==> config.mk <==
export PLATFORM = sky130hd
export DESIGN_NAME = signalling_contact_logic
export DESIGN_NICKNAME = d
export VERILOG_FILES = /design/src/core/sig_pkg.sv /design/src/core/delay_timer.sv /design/src/core/signalling_contact_logic.sv
export SDC_FILE = /design/constraint.sdc
export NUM_CORES = 1
export LEC_CHECK = 0
export ABC_AREA = 1
export CAP_MARGIN = 5
export CORE_MARGIN = 8
export CORE_UTILIZATION = 58
export DETAILED_ROUTE_END_ITERATION = 6
export DONT_BUFFER_PORTS = 1
export PLACE_DENSITY = 0.76
export SKIP_CTS_REPAIR_TIMING = 1
export SYNTH_ARGS = -nofsm -noshare
export SYNTH_HDL_FRONTEND = slang
export SYNTH_SLANG_ARGS = --single-unit
export TNS_END_PERCENT = 50
==> constraint.sdc <==
create_clock -name clk -period 1.7 [get_ports clk]
set_input_delay 0.085 -clock clk [delete_from_list [all_inputs] [get_ports clk]]
set_output_delay 0.085 -clock clk [all_outputs]
set_load 0.01 [all_outputs]
==> src/core/sig_pkg.sv <==
// shared constants and carrier types of the signalling contact logic
package sig_pkg;
  localparam int unsigned CLK_HZ = 50000000;
  localparam int unsigned TICK_MS = 10;
  localparam int unsigned TICK_CYCLES = CLK_HZ / 1000 * TICK_MS;
  localparam int unsigned DELAY_MAX_STEPS = 10000;
  localparam int unsigned DELAY_W = 14;
  localparam int unsigned NUM_CONTACTS = 4;
  localparam int unsigned SRC_W = 4;

  // register map (byte addresses)
  localparam logic [7:0] ADDR_CONTACT0 = 8'h00;
  localparam logic [7:0] ADDR_CONTACT1 = 8'h04;
  localparam logic [7:0] ADDR_CONTACT2 = 8'h08;
  localparam logic [7:0] ADDR_CONTACT3 = 8'h0C;
  localparam logic [7:0] ADDR_INPUT_CFG = 8'h10;
  localparam logic [7:0] ADDR_STATUS = 8'h14;
  localparam logic [7:0] ADDR_IRQ_STAT = 8'h18;
  localparam logic [7:0] ADDR_IRQ_MASK = 8'h1C;
  localparam logic [7:0] ADDR_CMD = 8'h20;

  // contact config word fields
  localparam int unsigned CC_DELAY_LSB = 0;
  localparam int unsigned CC_SRC_LSB = 16;
  localparam int unsigned CC_NC_BIT = 20;
  localparam int unsigned CC_LATCH_BIT = 21;
  // input config word fields
  localparam int unsigned IC_DELAY_LSB = 0;
  localparam int unsigned IC_ACT_LSB = 16;
  localparam int unsigned IC_POL_BIT = 20;
  // command register bit: software contact reset
  localparam int unsigned CMD_RESET_BIT = 0;

  localparam logic [31:0] CONTACT_RESET = 32'h0000_0000;
  localparam logic [31:0] INPUT_RESET = 32'h0000_0000;
  localparam logic [7:0] IRQ_MASK_RESET = 8'h00;

  // irq bit positions: 0..3 contact activated, 4..7 input actions
  localparam int unsigned IRQ_W = 8;

  // standard source list; 15 selects the custom condition
  typedef enum logic [3:0] {
    SRC_NONE, SRC_L_PREALARM, SRC_L_TIMING, SRC_S_TIMING, SRC_L_TRIP,
    SRC_S_TRIP, SRC_G_TRIP, SRC_I_TRIP, SRC_ANY_TRIP,
    SRC_R9, SRC_R10, SRC_R11, SRC_R12, SRC_R13, SRC_R14, SRC_CUSTOM
  } src_sel_t;

  typedef enum logic [3:0] {
    ACT_GENERIC, ACT_OUTSIDE_TRIP, ACT_TRIP_RESET, ACT_ALT_SET,
    ACT_LOCAL_FORCE, ACT_SIGNAL_RESET, ACT_ENERGY_RESET
  } input_act_t;

  typedef struct packed {
    logic latch;
    logic nc;
    logic [SRC_W-1:0] src;
    logic [DELAY_W-1:0] delay;
  } contact_cfg_t;

  typedef struct packed {
    logic prealarm_l;
    logic timing_l;
    logic timing_s;
    logic trip_l;
    logic trip_s;
    logic trip_g;
    logic trip_i;
    logic trip_any;
  } release_cond_t;

  typedef struct packed {
    logic outside_trip;
    logic trip_reset;
    logic alt_set;
    logic local_force;
    logic energy_reset;
  } release_cmd_t;
endpackage : sig_pkg

==> src/core/delay_timer.sv <==
// delay qualifier: condition must hold for a number of 10 ms ticks
`timescale 1ns/1ps
module delay_timer #(
  parameter int unsigned W = 14
) (
  input wire logic clk, // system clock
  input wire logic rstn, // async reset, active low
  input wire logic tick, // 10 ms tick pulse
  input wire logic cond, // qualifying condition level
  input wire logic [W-1:0] delay, // delay in ticks
  output logic done // condition held for the full delay
);
  logic [W-1:0] count;

  always_ff @(posedge clk or negedge rstn) begin
    if (!rstn) begin
      count <= '0;
      done <= 1'b0;
    end else if (!cond) begin
      count <= '0; // [RL19] [RL9]
      done <= 1'b0;
    end else if (tick && !done) begin
      // zero delay fires on the first tick seen [RL19]
      if (count >= delay) begin
        done <= 1'b1; // [RL2] [RL8]
      end else begin
        count <= count + W'(1); // [RL18]
      end
    end
  end
endmodule : delay_timer

==> src/core/signalling_contact_logic.sv <==
// four programmable relay contacts and one configurable input
// What this block does
// (RL1) four contacts, each fully separately configured
// (RL2) contact activates after delay, 0.01 s steps
// (RL3) normally-closed sense inverts the contact
// (RL4) latched contact stays on after source clears
// (RL5) latched contact released only by reset
// (RL6) source from standard list or custom
// (RL7) input polarity selects active level
// (RL8) input delay 0 to 100 s, 0.01 s; the 14-bit field takes up to 16383 steps, no limit at 10000
// (RL9) input must hold for whole delay
// (RL10) one selected action runs after delay
// (RL11) generic mode only reports input state
// (RL12) outside-trip mode commands breaker trip
// (RL13) trip-reset mode clears stored trip data
// (RL14) alternate-set mode selects the alternate set
// (RL15) local-force mode forces local communication
// (RL16) signalling-reset mode resets all four contacts
// (RL17) energy-reset mode clears energy meters
// (RL18) 10 ms tick; input synchronised first
// (RL19) counter restarts on drop; zero waits tick
`timescale 1ns/1ps
module signalling_contact_logic #(
  parameter int unsigned TICK_CYCLES = sig_pkg::TICK_CYCLES
) (
  input wire logic clk, // system clock, 50 MHz
  input wire logic rstn, // async reset, active low
  input wire logic [7:0] addr, // register byte address
  input wire logic [31:0] wdata, // write data
  input wire logic wr, // write strobe
  input wire logic rd, // read strobe
  output logic [31:0] rdata, // read data, cycle after rd
  input wire sig_pkg::release_cond_t cond, // release conditions
  input wire logic [3:0] custom_cond, // custom condition per contact
  input wire logic input_pin, // raw digital input pin
  output logic contact_out_one, // relay contact 1 drive
  output logic contact_out_two, // relay contact 2 drive
  output logic contact_out_three, // relay contact 3 drive
  output logic contact_out_four, // relay contact 4 drive
  output sig_pkg::release_cmd_t cmd, // one-cycle commands to release
  output logic alt_set_active, // alternate parameter set selected
  output logic input_state, // polarity-adjusted input level report, taken before the delay
  output logic irq // level interrupt
);
  localparam int unsigned N = sig_pkg::NUM_CONTACTS;
  localparam int unsigned DW = sig_pkg::DELAY_W;
  localparam int unsigned TW = $clog2(TICK_CYCLES + 1);

  sig_pkg::contact_cfg_t ccfg [N];
  logic [DW-1:0] in_delay;
  sig_pkg::input_act_t in_act;
  logic in_pol;
  logic [sig_pkg::IRQ_W-1:0] irq_stat;
  logic [sig_pkg::IRQ_W-1:0] irq_mask;
  logic sw_reset;

  logic [TW-1:0] tick_cnt;
  logic tick;
  logic [2:0] sync;
  logic in_level;
  logic in_enabled;
  logic in_done;
  logic in_done_d;
  logic in_fire;
  logic contacts_reset;
  logic [6:0] act_hit;

  logic [N-1:0] src_true;
  logic [N-1:0] qual;
  logic [N-1:0] active;
  logic [N-1:0] active_d;
  logic [N-1:0] out_state;
  logic [sig_pkg::IRQ_W-1:0] irq_set;
  logic [31:0] status_word;

  // source decoding, shared by all four contacts [RL6]
  function automatic logic pick_src(input logic [3:0] sel,
                                    input sig_pkg::release_cond_t c,
                                    input logic custom);
    logic r;
    r = 1'b0;
    case (sig_pkg::src_sel_t'(sel))
      sig_pkg::SRC_L_PREALARM: r = c.prealarm_l;
      sig_pkg::SRC_L_TIMING: r = c.timing_l;
      sig_pkg::SRC_S_TIMING: r = c.timing_s;
      sig_pkg::SRC_L_TRIP: r = c.trip_l;
      sig_pkg::SRC_S_TRIP: r = c.trip_s;
      sig_pkg::SRC_G_TRIP: r = c.trip_g;
      sig_pkg::SRC_I_TRIP: r = c.trip_i;
      sig_pkg::SRC_ANY_TRIP: r = c.trip_any;
      sig_pkg::SRC_CUSTOM: r = custom;
      default: r = 1'b0;
    endcase
    return r;
  endfunction : pick_src

  function automatic sig_pkg::contact_cfg_t to_ccfg(input logic [31:0] d);
    sig_pkg::contact_cfg_t c;
    c.delay = d[sig_pkg::CC_DELAY_LSB +: DW];
    c.src = d[sig_pkg::CC_SRC_LSB +: sig_pkg::SRC_W];
    c.nc = d[sig_pkg::CC_NC_BIT];
    c.latch = d[sig_pkg::CC_LATCH_BIT];
    return c;
  endfunction : to_ccfg

  function automatic logic [31:0] from_ccfg(input sig_pkg::contact_cfg_t c);
    logic [31:0] d;
    d = '0;
    d[sig_pkg::CC_DELAY_LSB +: DW] = c.delay;
    d[sig_pkg::CC_SRC_LSB +: sig_pkg::SRC_W] = c.src;
    d[sig_pkg::CC_NC_BIT] = c.nc;
    d[sig_pkg::CC_LATCH_BIT] = c.latch;
    return d;
  endfunction : from_ccfg

  // one-hot decode of the action that fires; codes above 6 do nothing
  function automatic logic [6:0] decode_act(input sig_pkg::input_act_t a,
                                            input logic fire);
    logic [6:0] h;
    h = 7'h00;
    if (fire) begin
      unique case (a)
        sig_pkg::ACT_GENERIC: h[0] = 1'b1;
        sig_pkg::ACT_OUTSIDE_TRIP: h[1] = 1'b1;
        sig_pkg::ACT_TRIP_RESET: h[2] = 1'b1;
        sig_pkg::ACT_ALT_SET: h[3] = 1'b1;
        sig_pkg::ACT_LOCAL_FORCE: h[4] = 1'b1;
        sig_pkg::ACT_SIGNAL_RESET: h[5] = 1'b1;
        sig_pkg::ACT_ENERGY_RESET: h[6] = 1'b1;
        default: h = 7'h00;
      endcase
    end
    return h;
  endfunction : decode_act

  function automatic logic [31:0] from_icfg(input logic [DW-1:0] dly,
                                            input sig_pkg::input_act_t a,
                                            input logic pol);
    logic [31:0] d;
    d = '0;
    d[sig_pkg::IC_DELAY_LSB +: DW] = dly;
    d[sig_pkg::IC_ACT_LSB +: 4] = a;
    d[sig_pkg::IC_POL_BIT] = pol;
    return d;
  endfunction : from_icfg

  // 10 ms timebase for all delay counters
  always_ff @(posedge clk or negedge rstn) begin
    if (!rstn) begin
      tick_cnt <= '0;
      tick <= 1'b0;
    end else if (tick_cnt == TW'(TICK_CYCLES - 1)) begin
      tick_cnt <= '0;
      tick <= 1'b1; // [RL18]
    end else begin
      tick_cnt <= tick_cnt + TW'(1);
      tick <= 1'b0;
    end
  end

  // input pin: three stages, level accepted when last two agree
  always_ff @(posedge clk or negedge rstn) begin
    if (!rstn) begin
      sync <= '0;
      in_level <= 1'b0;
    end else begin
      sync <= {sync[1:0], input_pin}; // [RL18]
      if (sync[1] == sync[2]) begin
        in_level <= sync[2];
      end
    end
  end

  assign in_enabled = in_pol ? in_level : ~in_level; // [RL7]

  delay_timer #(.W(DW)) u_in_timer (
    .clk(clk),
    .rstn(rstn),
    .tick(tick),
    .cond(in_enabled),
    .delay(in_delay),
    .done(in_done)
  );

  // action fires once per qualified assertion [RL9] [RL10]
  assign in_fire = in_done & ~in_done_d;
  assign act_hit = decode_act(in_act, in_fire); // [RL10]
  assign contacts_reset = sw_reset | act_hit[5]; // [RL16]

  // commands are one-cycle pulses; the release acts on the edge it sees
  always_ff @(posedge clk or negedge rstn) begin
    if (!rstn) begin
      in_done_d <= 1'b0;
      cmd <= '0;
      input_state <= 1'b0;
    end else begin
      in_done_d <= in_done;
      input_state <= in_enabled; // [RL11]
      cmd.outside_trip <= act_hit[1]; // [RL12]
      cmd.trip_reset <= act_hit[2]; // [RL13]
      cmd.alt_set <= act_hit[3]; // [RL14]
      cmd.local_force <= act_hit[4]; // [RL15]
      cmd.energy_reset <= act_hit[6]; // [RL17]
    end
  end

  // alternate set stays chosen; nothing but reset returns to primary
  always_ff @(posedge clk or negedge rstn) begin
    if (!rstn) begin
      alt_set_active <= 1'b0;
    end else if (act_hit[3]) begin
      alt_set_active <= 1'b1; // [RL14]
    end
  end

  // contact channels [RL1]
  for (genvar i = 0; i < N; i++) begin : g_contact
    assign src_true[i] = pick_src(ccfg[i].src, cond, custom_cond[i]); // [RL6]

    delay_timer #(.W(DW)) u_timer (
      .clk(clk),
      .rstn(rstn),
      .tick(tick),
      .cond(src_true[i]),
      .delay(ccfg[i].delay),
      .done(qual[i])
    );

    // latch holds until a contact reset; reset wins over a new activation
    always_ff @(posedge clk or negedge rstn) begin
      if (!rstn) begin
        active[i] <= 1'b0;
      end else if (contacts_reset) begin
        active[i] <= 1'b0; // [RL5] [RL16]
      end else if (qual[i]) begin
        active[i] <= 1'b1; // [RL2]
      end else if (!ccfg[i].latch) begin
        active[i] <= 1'b0;
      end else begin
        active[i] <= active[i]; // [RL4]
      end
    end
    assign out_state[i] = active[i] ^ ccfg[i].nc; // [RL3]
  end

  always_ff @(posedge clk or negedge rstn) begin
    if (!rstn) begin
      contact_out_one <= 1'b0;
      contact_out_two <= 1'b0;
      contact_out_three <= 1'b0;
      contact_out_four <= 1'b0;
      active_d <= '0;
    end else begin
      contact_out_one <= out_state[0];
      contact_out_two <= out_state[1];
      contact_out_three <= out_state[2];
      contact_out_four <= out_state[3];
      active_d <= active;
    end
  end

  // contact bits flag a rise of the activation, not its level
  assign irq_set = {cmd.energy_reset | act_hit[5],
                    cmd.local_force | cmd.alt_set,
                    cmd.trip_reset,
                    cmd.outside_trip | act_hit[0],
                    active & ~active_d};

  // live state for software; alt_set_active holds until reset, latched contact bits until a contact reset
  assign status_word = {20'h00000, alt_set_active, in_done, in_enabled,
                        in_level, out_state, active}; // [RL11]

  // software contact reset acts one cycle after the write
  always_ff @(posedge clk or negedge rstn) begin
    if (!rstn) begin
      sw_reset <= 1'b0;
    end else begin
      sw_reset <= wr && addr == sig_pkg::ADDR_CMD &&
        wdata[sig_pkg::CMD_RESET_BIT]; // [RL5]
    end
  end

  // register writes; config takes effect on the next cycle
  always_ff @(posedge clk or negedge rstn) begin
    if (!rstn) begin
      for (int k = 0; k < N; k++) begin
        ccfg[k] <= to_ccfg(sig_pkg::CONTACT_RESET);
      end
      in_delay <= sig_pkg::INPUT_RESET[sig_pkg::IC_DELAY_LSB +: DW];
      in_act <= sig_pkg::input_act_t'(
        sig_pkg::INPUT_RESET[sig_pkg::IC_ACT_LSB +: 4]);
      in_pol <= sig_pkg::INPUT_RESET[sig_pkg::IC_POL_BIT];
      irq_mask <= sig_pkg::IRQ_MASK_RESET;
    end else begin
      if (wr) begin
        unique case (addr)
          sig_pkg::ADDR_CONTACT0: ccfg[0] <= to_ccfg(wdata);
          sig_pkg::ADDR_CONTACT1: ccfg[1] <= to_ccfg(wdata);
          sig_pkg::ADDR_CONTACT2: ccfg[2] <= to_ccfg(wdata);
          sig_pkg::ADDR_CONTACT3: ccfg[3] <= to_ccfg(wdata);
          sig_pkg::ADDR_INPUT_CFG: begin
            in_delay <= wdata[sig_pkg::IC_DELAY_LSB +: DW];
            in_act <= sig_pkg::input_act_t'(wdata[sig_pkg::IC_ACT_LSB +: 4]);
            in_pol <= wdata[sig_pkg::IC_POL_BIT];
          end
          sig_pkg::ADDR_IRQ_MASK: irq_mask <= wdata[sig_pkg::IRQ_W-1:0];
          default: ;
        endcase
      end
    end
  end

  // sticky status: a new event in the clearing cycle survives
  always_ff @(posedge clk or negedge rstn) begin
    if (!rstn) begin
      irq_stat <= '0;
    end else begin
      if (wr && addr == sig_pkg::ADDR_IRQ_STAT) begin
        irq_stat <= (irq_stat & ~wdata[sig_pkg::IRQ_W-1:0]) | irq_set;
      end else begin
        irq_stat <= irq_stat | irq_set;
      end
    end
  end

  // the line follows status and mask one cycle late, straight from a flop
  always_ff @(posedge clk or negedge rstn) begin
    if (!rstn) begin
      irq <= 1'b0;
    end else begin
      irq <= |(irq_stat & irq_mask);
    end
  end

  always_ff @(posedge clk or negedge rstn) begin
    if (!rstn) begin
      rdata <= '0;
    end else if (rd) begin
      unique case (addr)
        sig_pkg::ADDR_CONTACT0: rdata <= from_ccfg(ccfg[0]);
        sig_pkg::ADDR_CONTACT1: rdata <= from_ccfg(ccfg[1]);
        sig_pkg::ADDR_CONTACT2: rdata <= from_ccfg(ccfg[2]);
        sig_pkg::ADDR_CONTACT3: rdata <= from_ccfg(ccfg[3]);
        sig_pkg::ADDR_INPUT_CFG: rdata <= from_icfg(in_delay, in_act, in_pol);
        sig_pkg::ADDR_STATUS: rdata <= status_word;
        sig_pkg::ADDR_IRQ_STAT: rdata <= 32'(irq_stat);
        sig_pkg::ADDR_IRQ_MASK: rdata <= 32'(irq_mask);
        default: rdata <= 32'h0000_0000;
      endcase
    end else begin
      rdata <= 32'h0000_0000;
    end
  end
endmodule : signalling_contact_logic

# Yosys cells after proc, flatten, opt, wreduce, memory -nomap -nowiden
# Index checks and enable logic that the tools add are counted.
# W data, S select, Z words.
[word_totals] regBits=268 in_bits=57 out_inout_bits=44 word_cells=247
[classes] add_sub_neg=6 n_lt_le_gt_ge=5 n_eq_ne=71 muxes=60 bitwise_logic=18 n_reduce_logical=32
[ops] cell="$mux W14" n=15
[ops] cell="$pmux W22 S8" n=1
[ops] cell="$eq A4 B3 Y1 const B" n=19
[ops] cell="$add A14 B1 Y14 const B" n=5
[ops] cell="$ge A14 B14 Y1" n=5
[ops] cell="$eq A4 B2 Y1 const B" n=10
[ops] cell="$mux W1" n=36
[ops] cell="$pmux W1 S9" n=4
[ops] cell="$eq A4 B4 Y1 const B" n=8
[ops] cell="$eq A8 B5 Y1 const B" n=4
[ops] cell="$mux W32" n=1
[ops] cell="$reduce_and A2 Y1" n=16
[ops] cell="$ne A2 B2 Y1 const B" n=13
[ops] cell="$eq A4 B1 Y1 const B" n=5
[ops] cell="$add A19 B1 Y19 const B" n=1
[ops] cell="$eq A19 B19 Y1 const B" n=1
[ops] cell="$mux W19" n=1
[ops] cell="$and A8 B8 Y8" n=2
[ops] cell="$eq A8 B4 Y1 const B" n=2
[ops] cell="$or A8 B8 Y8" n=2
[ops] cell="$ne A3 B1 Y1 const B" n=4
[ops] cell="$eq A8 B3 Y1 const B" n=1
[ops] cell="$eq A8 B6 Y1 const B" n=1
[ops] cell="$logic_and A1 B1 Y1" n=8
[ops] cell="15 further kinds" n=27

# Depth between registers and ports, before layout
[logic_depth] depth_word=6 mapped_depth=13 mapped_depth_nobuf=12

# Hierarchy
# A second synthesis with hierarchy kept.
[unflattened] cells_unflattened=2144 hier_area_um2=15904.0
[by_module_without_submodules] module="signalling_contact_logic" instances=1 cells_per_inst=1017 area_per_inst_um2=8463.1 seq_area_each_um2=4529.3
[by_module_without_submodules] module="delay_timer at g_contact[0].u_timer ..." instances=4 cells_per_inst=225 area_per_inst_um2=1493.9 seq_area_each_um2=375.4
[by_module_without_submodules] module="delay_timer at g_contact[3].u_timer" instances=1 cells_per_inst=227 area_per_inst_um2=1465.2 seq_area_each_um2=375.4

# Worst setup path after synthesis
# Ideal clock, no wire load.
[synth_path] path_type="register to register" startpoint="register g_contact[0].u_timer.count[13]" endpoint="register g_contact[0].u_timer.count[4]" arrival_ns=1.595 required_time_ns=1.583 setup_slack_ns=-0.011 stages_incl_launch_ff=12 path_buffers=1 cell_sequence="dfrtp_1 -> ha_1 -> nand2_1 -> nor2_1 -> nand2_1 -> nor2_1 -> nor2_1 -> nand3_1 -> nand2_1 -> buf_4 -> nand2_1 -> nand2_1"
[synth_via] elab_chain_cells=3
[synth_lines] item="start: declaration" line_no="delay_timer.sv:13" rtl="logic [W-1:0] count;"
[synth_lines] item="start signal: assignment" line_no="delay_timer.sv:27" rtl="count <= count + W'(1);"
[synth_lines] item="$ge A14 B14 Y1" line_no="delay_timer.sv:24" rtl="if (count >= delay) begin"
[synth_lines] item="$ne A2 B2 Y1 (no source line)"
[synth_lines] item="$reduce_and A2 Y1 (no source line)"
# No other way between the ends.
# A chain may end at the register's enable or synchronous reset.

# Final worst setup path
[layout_path] startpoint="register g_contact[0].u_timer.count[12]" endpoint="register g_contact[0].u_timer.count[7]"
# Same word-level chain as after synthesis.

==> results.env <==
STATUS='finished with violations'
FAILED_CHECKS='design-rule violations, negative hold slack, negative setup slack'
DIE-HEIGHT_UM=177
LEAKAGE_nW=9.14
HOLDCRITPATHCLASS='primary input to asynchronous set/reset pin'
SYNTHTOPCELLSBYAREA='dfrtp_1, nand2_1, nand3_1'
PIN_COUNT_OF_THE_BIGGEST_NET_ENTERING_GLOBAL_ROUTING=257
CLKLATENCYLATEPIN_NS=0.55
NUMBER_OF_GLOBAL_ROUTE_VIAS_BEFORE_REPAIR=13300
GRT_ANTENNA_BEFORE_REPAIR=1
CRITPATHREQUIREDTIME_NS=2.13
PLACE_INST=2490
WORST_CASE_VDD_IR_DROP_mV=0.731
SYN-CELL-AREA_MM2=0.0151
TIMING_HOLD_VIOLATIONS_FINAL=256
COMB_POWER_FRAC=0.137
GP_CONGESTION=0.931
ROOT_BUFFER='clkbuf_16'
FINALNETCOUNT=2366
WORSTSETUPSTARTPOINT='g_contact[0].u_timer.count[12]'
LAYOUT-AREA-OVERHEAD-VS-SYNTH_PCT=24.0
WORST_SETUP_HOLD_PATH_CLK_SLEW_NS=0.06
REPORT.FINAL.SLEW_VIOL_COUNT=0
LAYOUT_MIN_CYCLE_TIME_NS=1.84
TRITONCTS='yes'
TIMING.RR.START='g_contact[0].u_timer.count[12]'
CTS-HTREE-LEVELS=1
FIN_HOLD_WS_NS=-0.761
ROUTED_VIAS_INST=5.66
SYNTHMOSTINSTANTIATEDCELL='nand2_1'
POSTSYNTH.TOPFLOPCELL='dfrtp_1'
FIRST_PASS_GRT_WIRE_LENGTH_UM=68800
IO_BUFFERS=0
SYNTH_CELLS=2042
DESIGN.PORTCOUNT=101
YOSYSTOPAREACELL='dfrtp_1'
SYNTH-SEQ-CELLS=256
PWR-SHARE-SEQ=0.437
RSZ0062_AT_GRT='yes'
FLOORPLAN.DIE_AREA_MM2=0.0315
REMAINING_DRCS=1
POWER.CLOCK.FRACTION=0.426
MAX_CAP_VIOL_COUNT=0
VIA_COUNT=14700
DP.FINAL_HPWL_UM=31100
INITIAL_CORE_UTIL=0.585
TIMING.SLEW.HEADROOM=0.490
FINAL_LAYOUT_SIZE_SUFFIX_GT1_FRAC=0.191
SETUP.WORST_PATH.END_CLASS='flop'
YOSYS-TOP-CELLS-COUNT='nand2_1, dfrtp_1, nor2_1, inv_1, nand3_1'
DRT-PASS1-ITER-COUNT=7
DESIGN.CORE.AREA_MM2=0.0258
NUM_ROWS=59
SEQUENTIAL_SHARE_OF_THE_SYNTHESIZED_AREA=0.424
LAYOUT.CELLS.NON_FILLER=2589
WORSTMARGINPINSLEW_NS=0.765
DIE_WIDTH_UM=177
ANTENNA-DIODE-COUNT=0
SYNTH_ENABLE_FLOP_CELLS=0
GLOBAL_ROUTE.OVERFLOW_TOTAL=0
CRIT_PATH_START_KIND='flop'
DRT.ANTENNA.VIOLATING_NETS=0
POSTSYNTHAREAPERCELL_UM2=7.40
DRT-TOTAL-WL_UM=45600
CTS_MAX_PATH_BUFFERS=3
POSTSYNTH.ASYNCRESETSHARE=1.00
TIMING.FINAL.WS_SETUP_NS=-0.137
NUMBER_OF_BUFFERS_INSERTED_DURING_CLOCK_TREE_SYNTHESIS=28
INTERNAL-POWER_W=0.0110
P_PER_AREA_mW_PER_MM2=803
WORST-ENDPOINT-ARRIVAL_NS=2.27
WORSTSETUPPATHTYPE='flop to flop'
CP_MAX_FO=8
NETLIST-CELL-TYPE-COUNT=40
DRT_INITIAL_VIOLATIONS=1513
SETUP_VIOL_COUNT_FINAL=43
WORST_CLOCK_SKEW_NS=0.0101
SYNTH.YOSYS.WARNINGS=0
NETSWITCHINGPOWER_W=0.00406
DRT-WIRELENGTH-PER-CELL_UM=17.6
SWITCHING_POWER_AS_A_SHARE_OF_TOTAL_POWER=0.270
PERIOD_SHARE=1.08
CLOCK.FMAX_GHz=0.544
TRITONCTS_NUM_SINKS=256
GLOBAL_ROUTE.USAGE.TOTAL=0.270
NETLIST.AREA_LEADER.SHARE=0.424
==> placed cells by master (no fill, tap or decap), types with 16 or more instances in the layout <==
cell type	instances
nor2_2	16
ha_4	26
buf_4	167
nand3_1	173
nand2_1	579
dlygate4sd3_1	30
inv_2	35
a21oi_1	36
o21ai_0	125
nor3_1	16
clkbuf_16	29
ha_1	50
nand2_2	39
nand4_1	23
nor2_1	222
xor2_1	51
inv_1	197
o21ai_1	22
nand3_2	29
dfrtp_1	254
==> per-stage QoR <==
stage	power (W)	util	setup slack, ns	cell area, um^2	TNS (ns)
finish	0.0150	0.725	-0.137	18700	-2.59
global route	0.0156	0.725	-0.193	18700	-8.47
CTS	0.0147	0.677	-0.226	17500	-7.82
detailed placement	0.00834	0.640	-0.154	16500	-4.96
global placement	0.00826	0.640	-0.0498	16500	-0.993
floorplan	0.00767	-	-0.00831	15200	-0.0825
==> worst paths after layout <==
kind                                                 endpoint  slack (ns)  cells after the start
worst min-delay path            g_contact[2].u_timer.count[1]       -0.76                      0
worst max-delay path            g_contact[0].u_timer.count[7]       -0.14                     10
max in group asynchronous                           rdata[12]        1.82                      0
min in group clk                                  irq_stat[5]           0                      3
worst min register to register                        sync[1]        0.35                      0
worst max register to register  g_contact[0].u_timer.count[7]       -0.14                     10
==> kinds of logic (layout without fill, tap and decap cells) <==
group           Yosys count  in the layout  synth area share
compound gates          206            206            0.0707
xor+xnor                 61             61            0.0359
fa+ha+maj                77             77            0.0636
buf+inv                 303            502            0.0875
flops                   256            256             0.424
other cells               1             12          0.000248
simple gates           1138           1140             0.318
==> registers in the layout, indices dropped and copies added, names as in the netlist, 3 cells and up <==
name	count
rdata	20
sync	3
active	4
irq_mask	8
in_delay	14
irq_stat	8
ccfg	80
g_contact.u_timer.count	56
in_act	4
tick_cnt	19
cmd	5
u_in_timer.count	14
active_d	4
g_contact.u_timer.done	4
==> routing by layer <==
metal	up-vias	share of wire	track usage
met5	-	0.00022	0
met4	2	0.039	0.0823
met1	6936	0.40	0.364
li1	6858	-	-
met2	720	0.47	0.437
met3	136	0.094	0.0523
==> worst max-delay path, cell delays in order (launching register included) <==
cell,delay [ns]
dfrtp_1,0.38
ha_1,0.30
nand2_2,0.12
nor2_4,0.05
nand2_1,0.09
nand3_2,0.12
nor2_4,0.18
nand3_4,0.14
buf_6,0.18
nand3_1,0.09
nand2_1,0.07
==> power by group through the flow <==
stage	clock (W)	combinational, W	sequential [W]
floorplan	0	0.00103	0.00664
CTS	0.00646	0.00170	0.00655
finish	0.00640	0.00207	0.00657
global placement	0	0.00161	0.00665
detailed placement	0	0.00168	0.00666
global route	0.00669	0.00228	0.00659
==> area by class of cell <==
class | instances | area, um^2
fill | 1907 | 7100
sequential | 256 | 6410
timing repair buffer | 218 | 1860
clock buffer | 36 | 812
inverter | 233 | 875
clock inverter | 15 | 160
multi-input combinational | 1496 | 8200
tap | 335 | 419
Power figures use the tool's default switching activity.
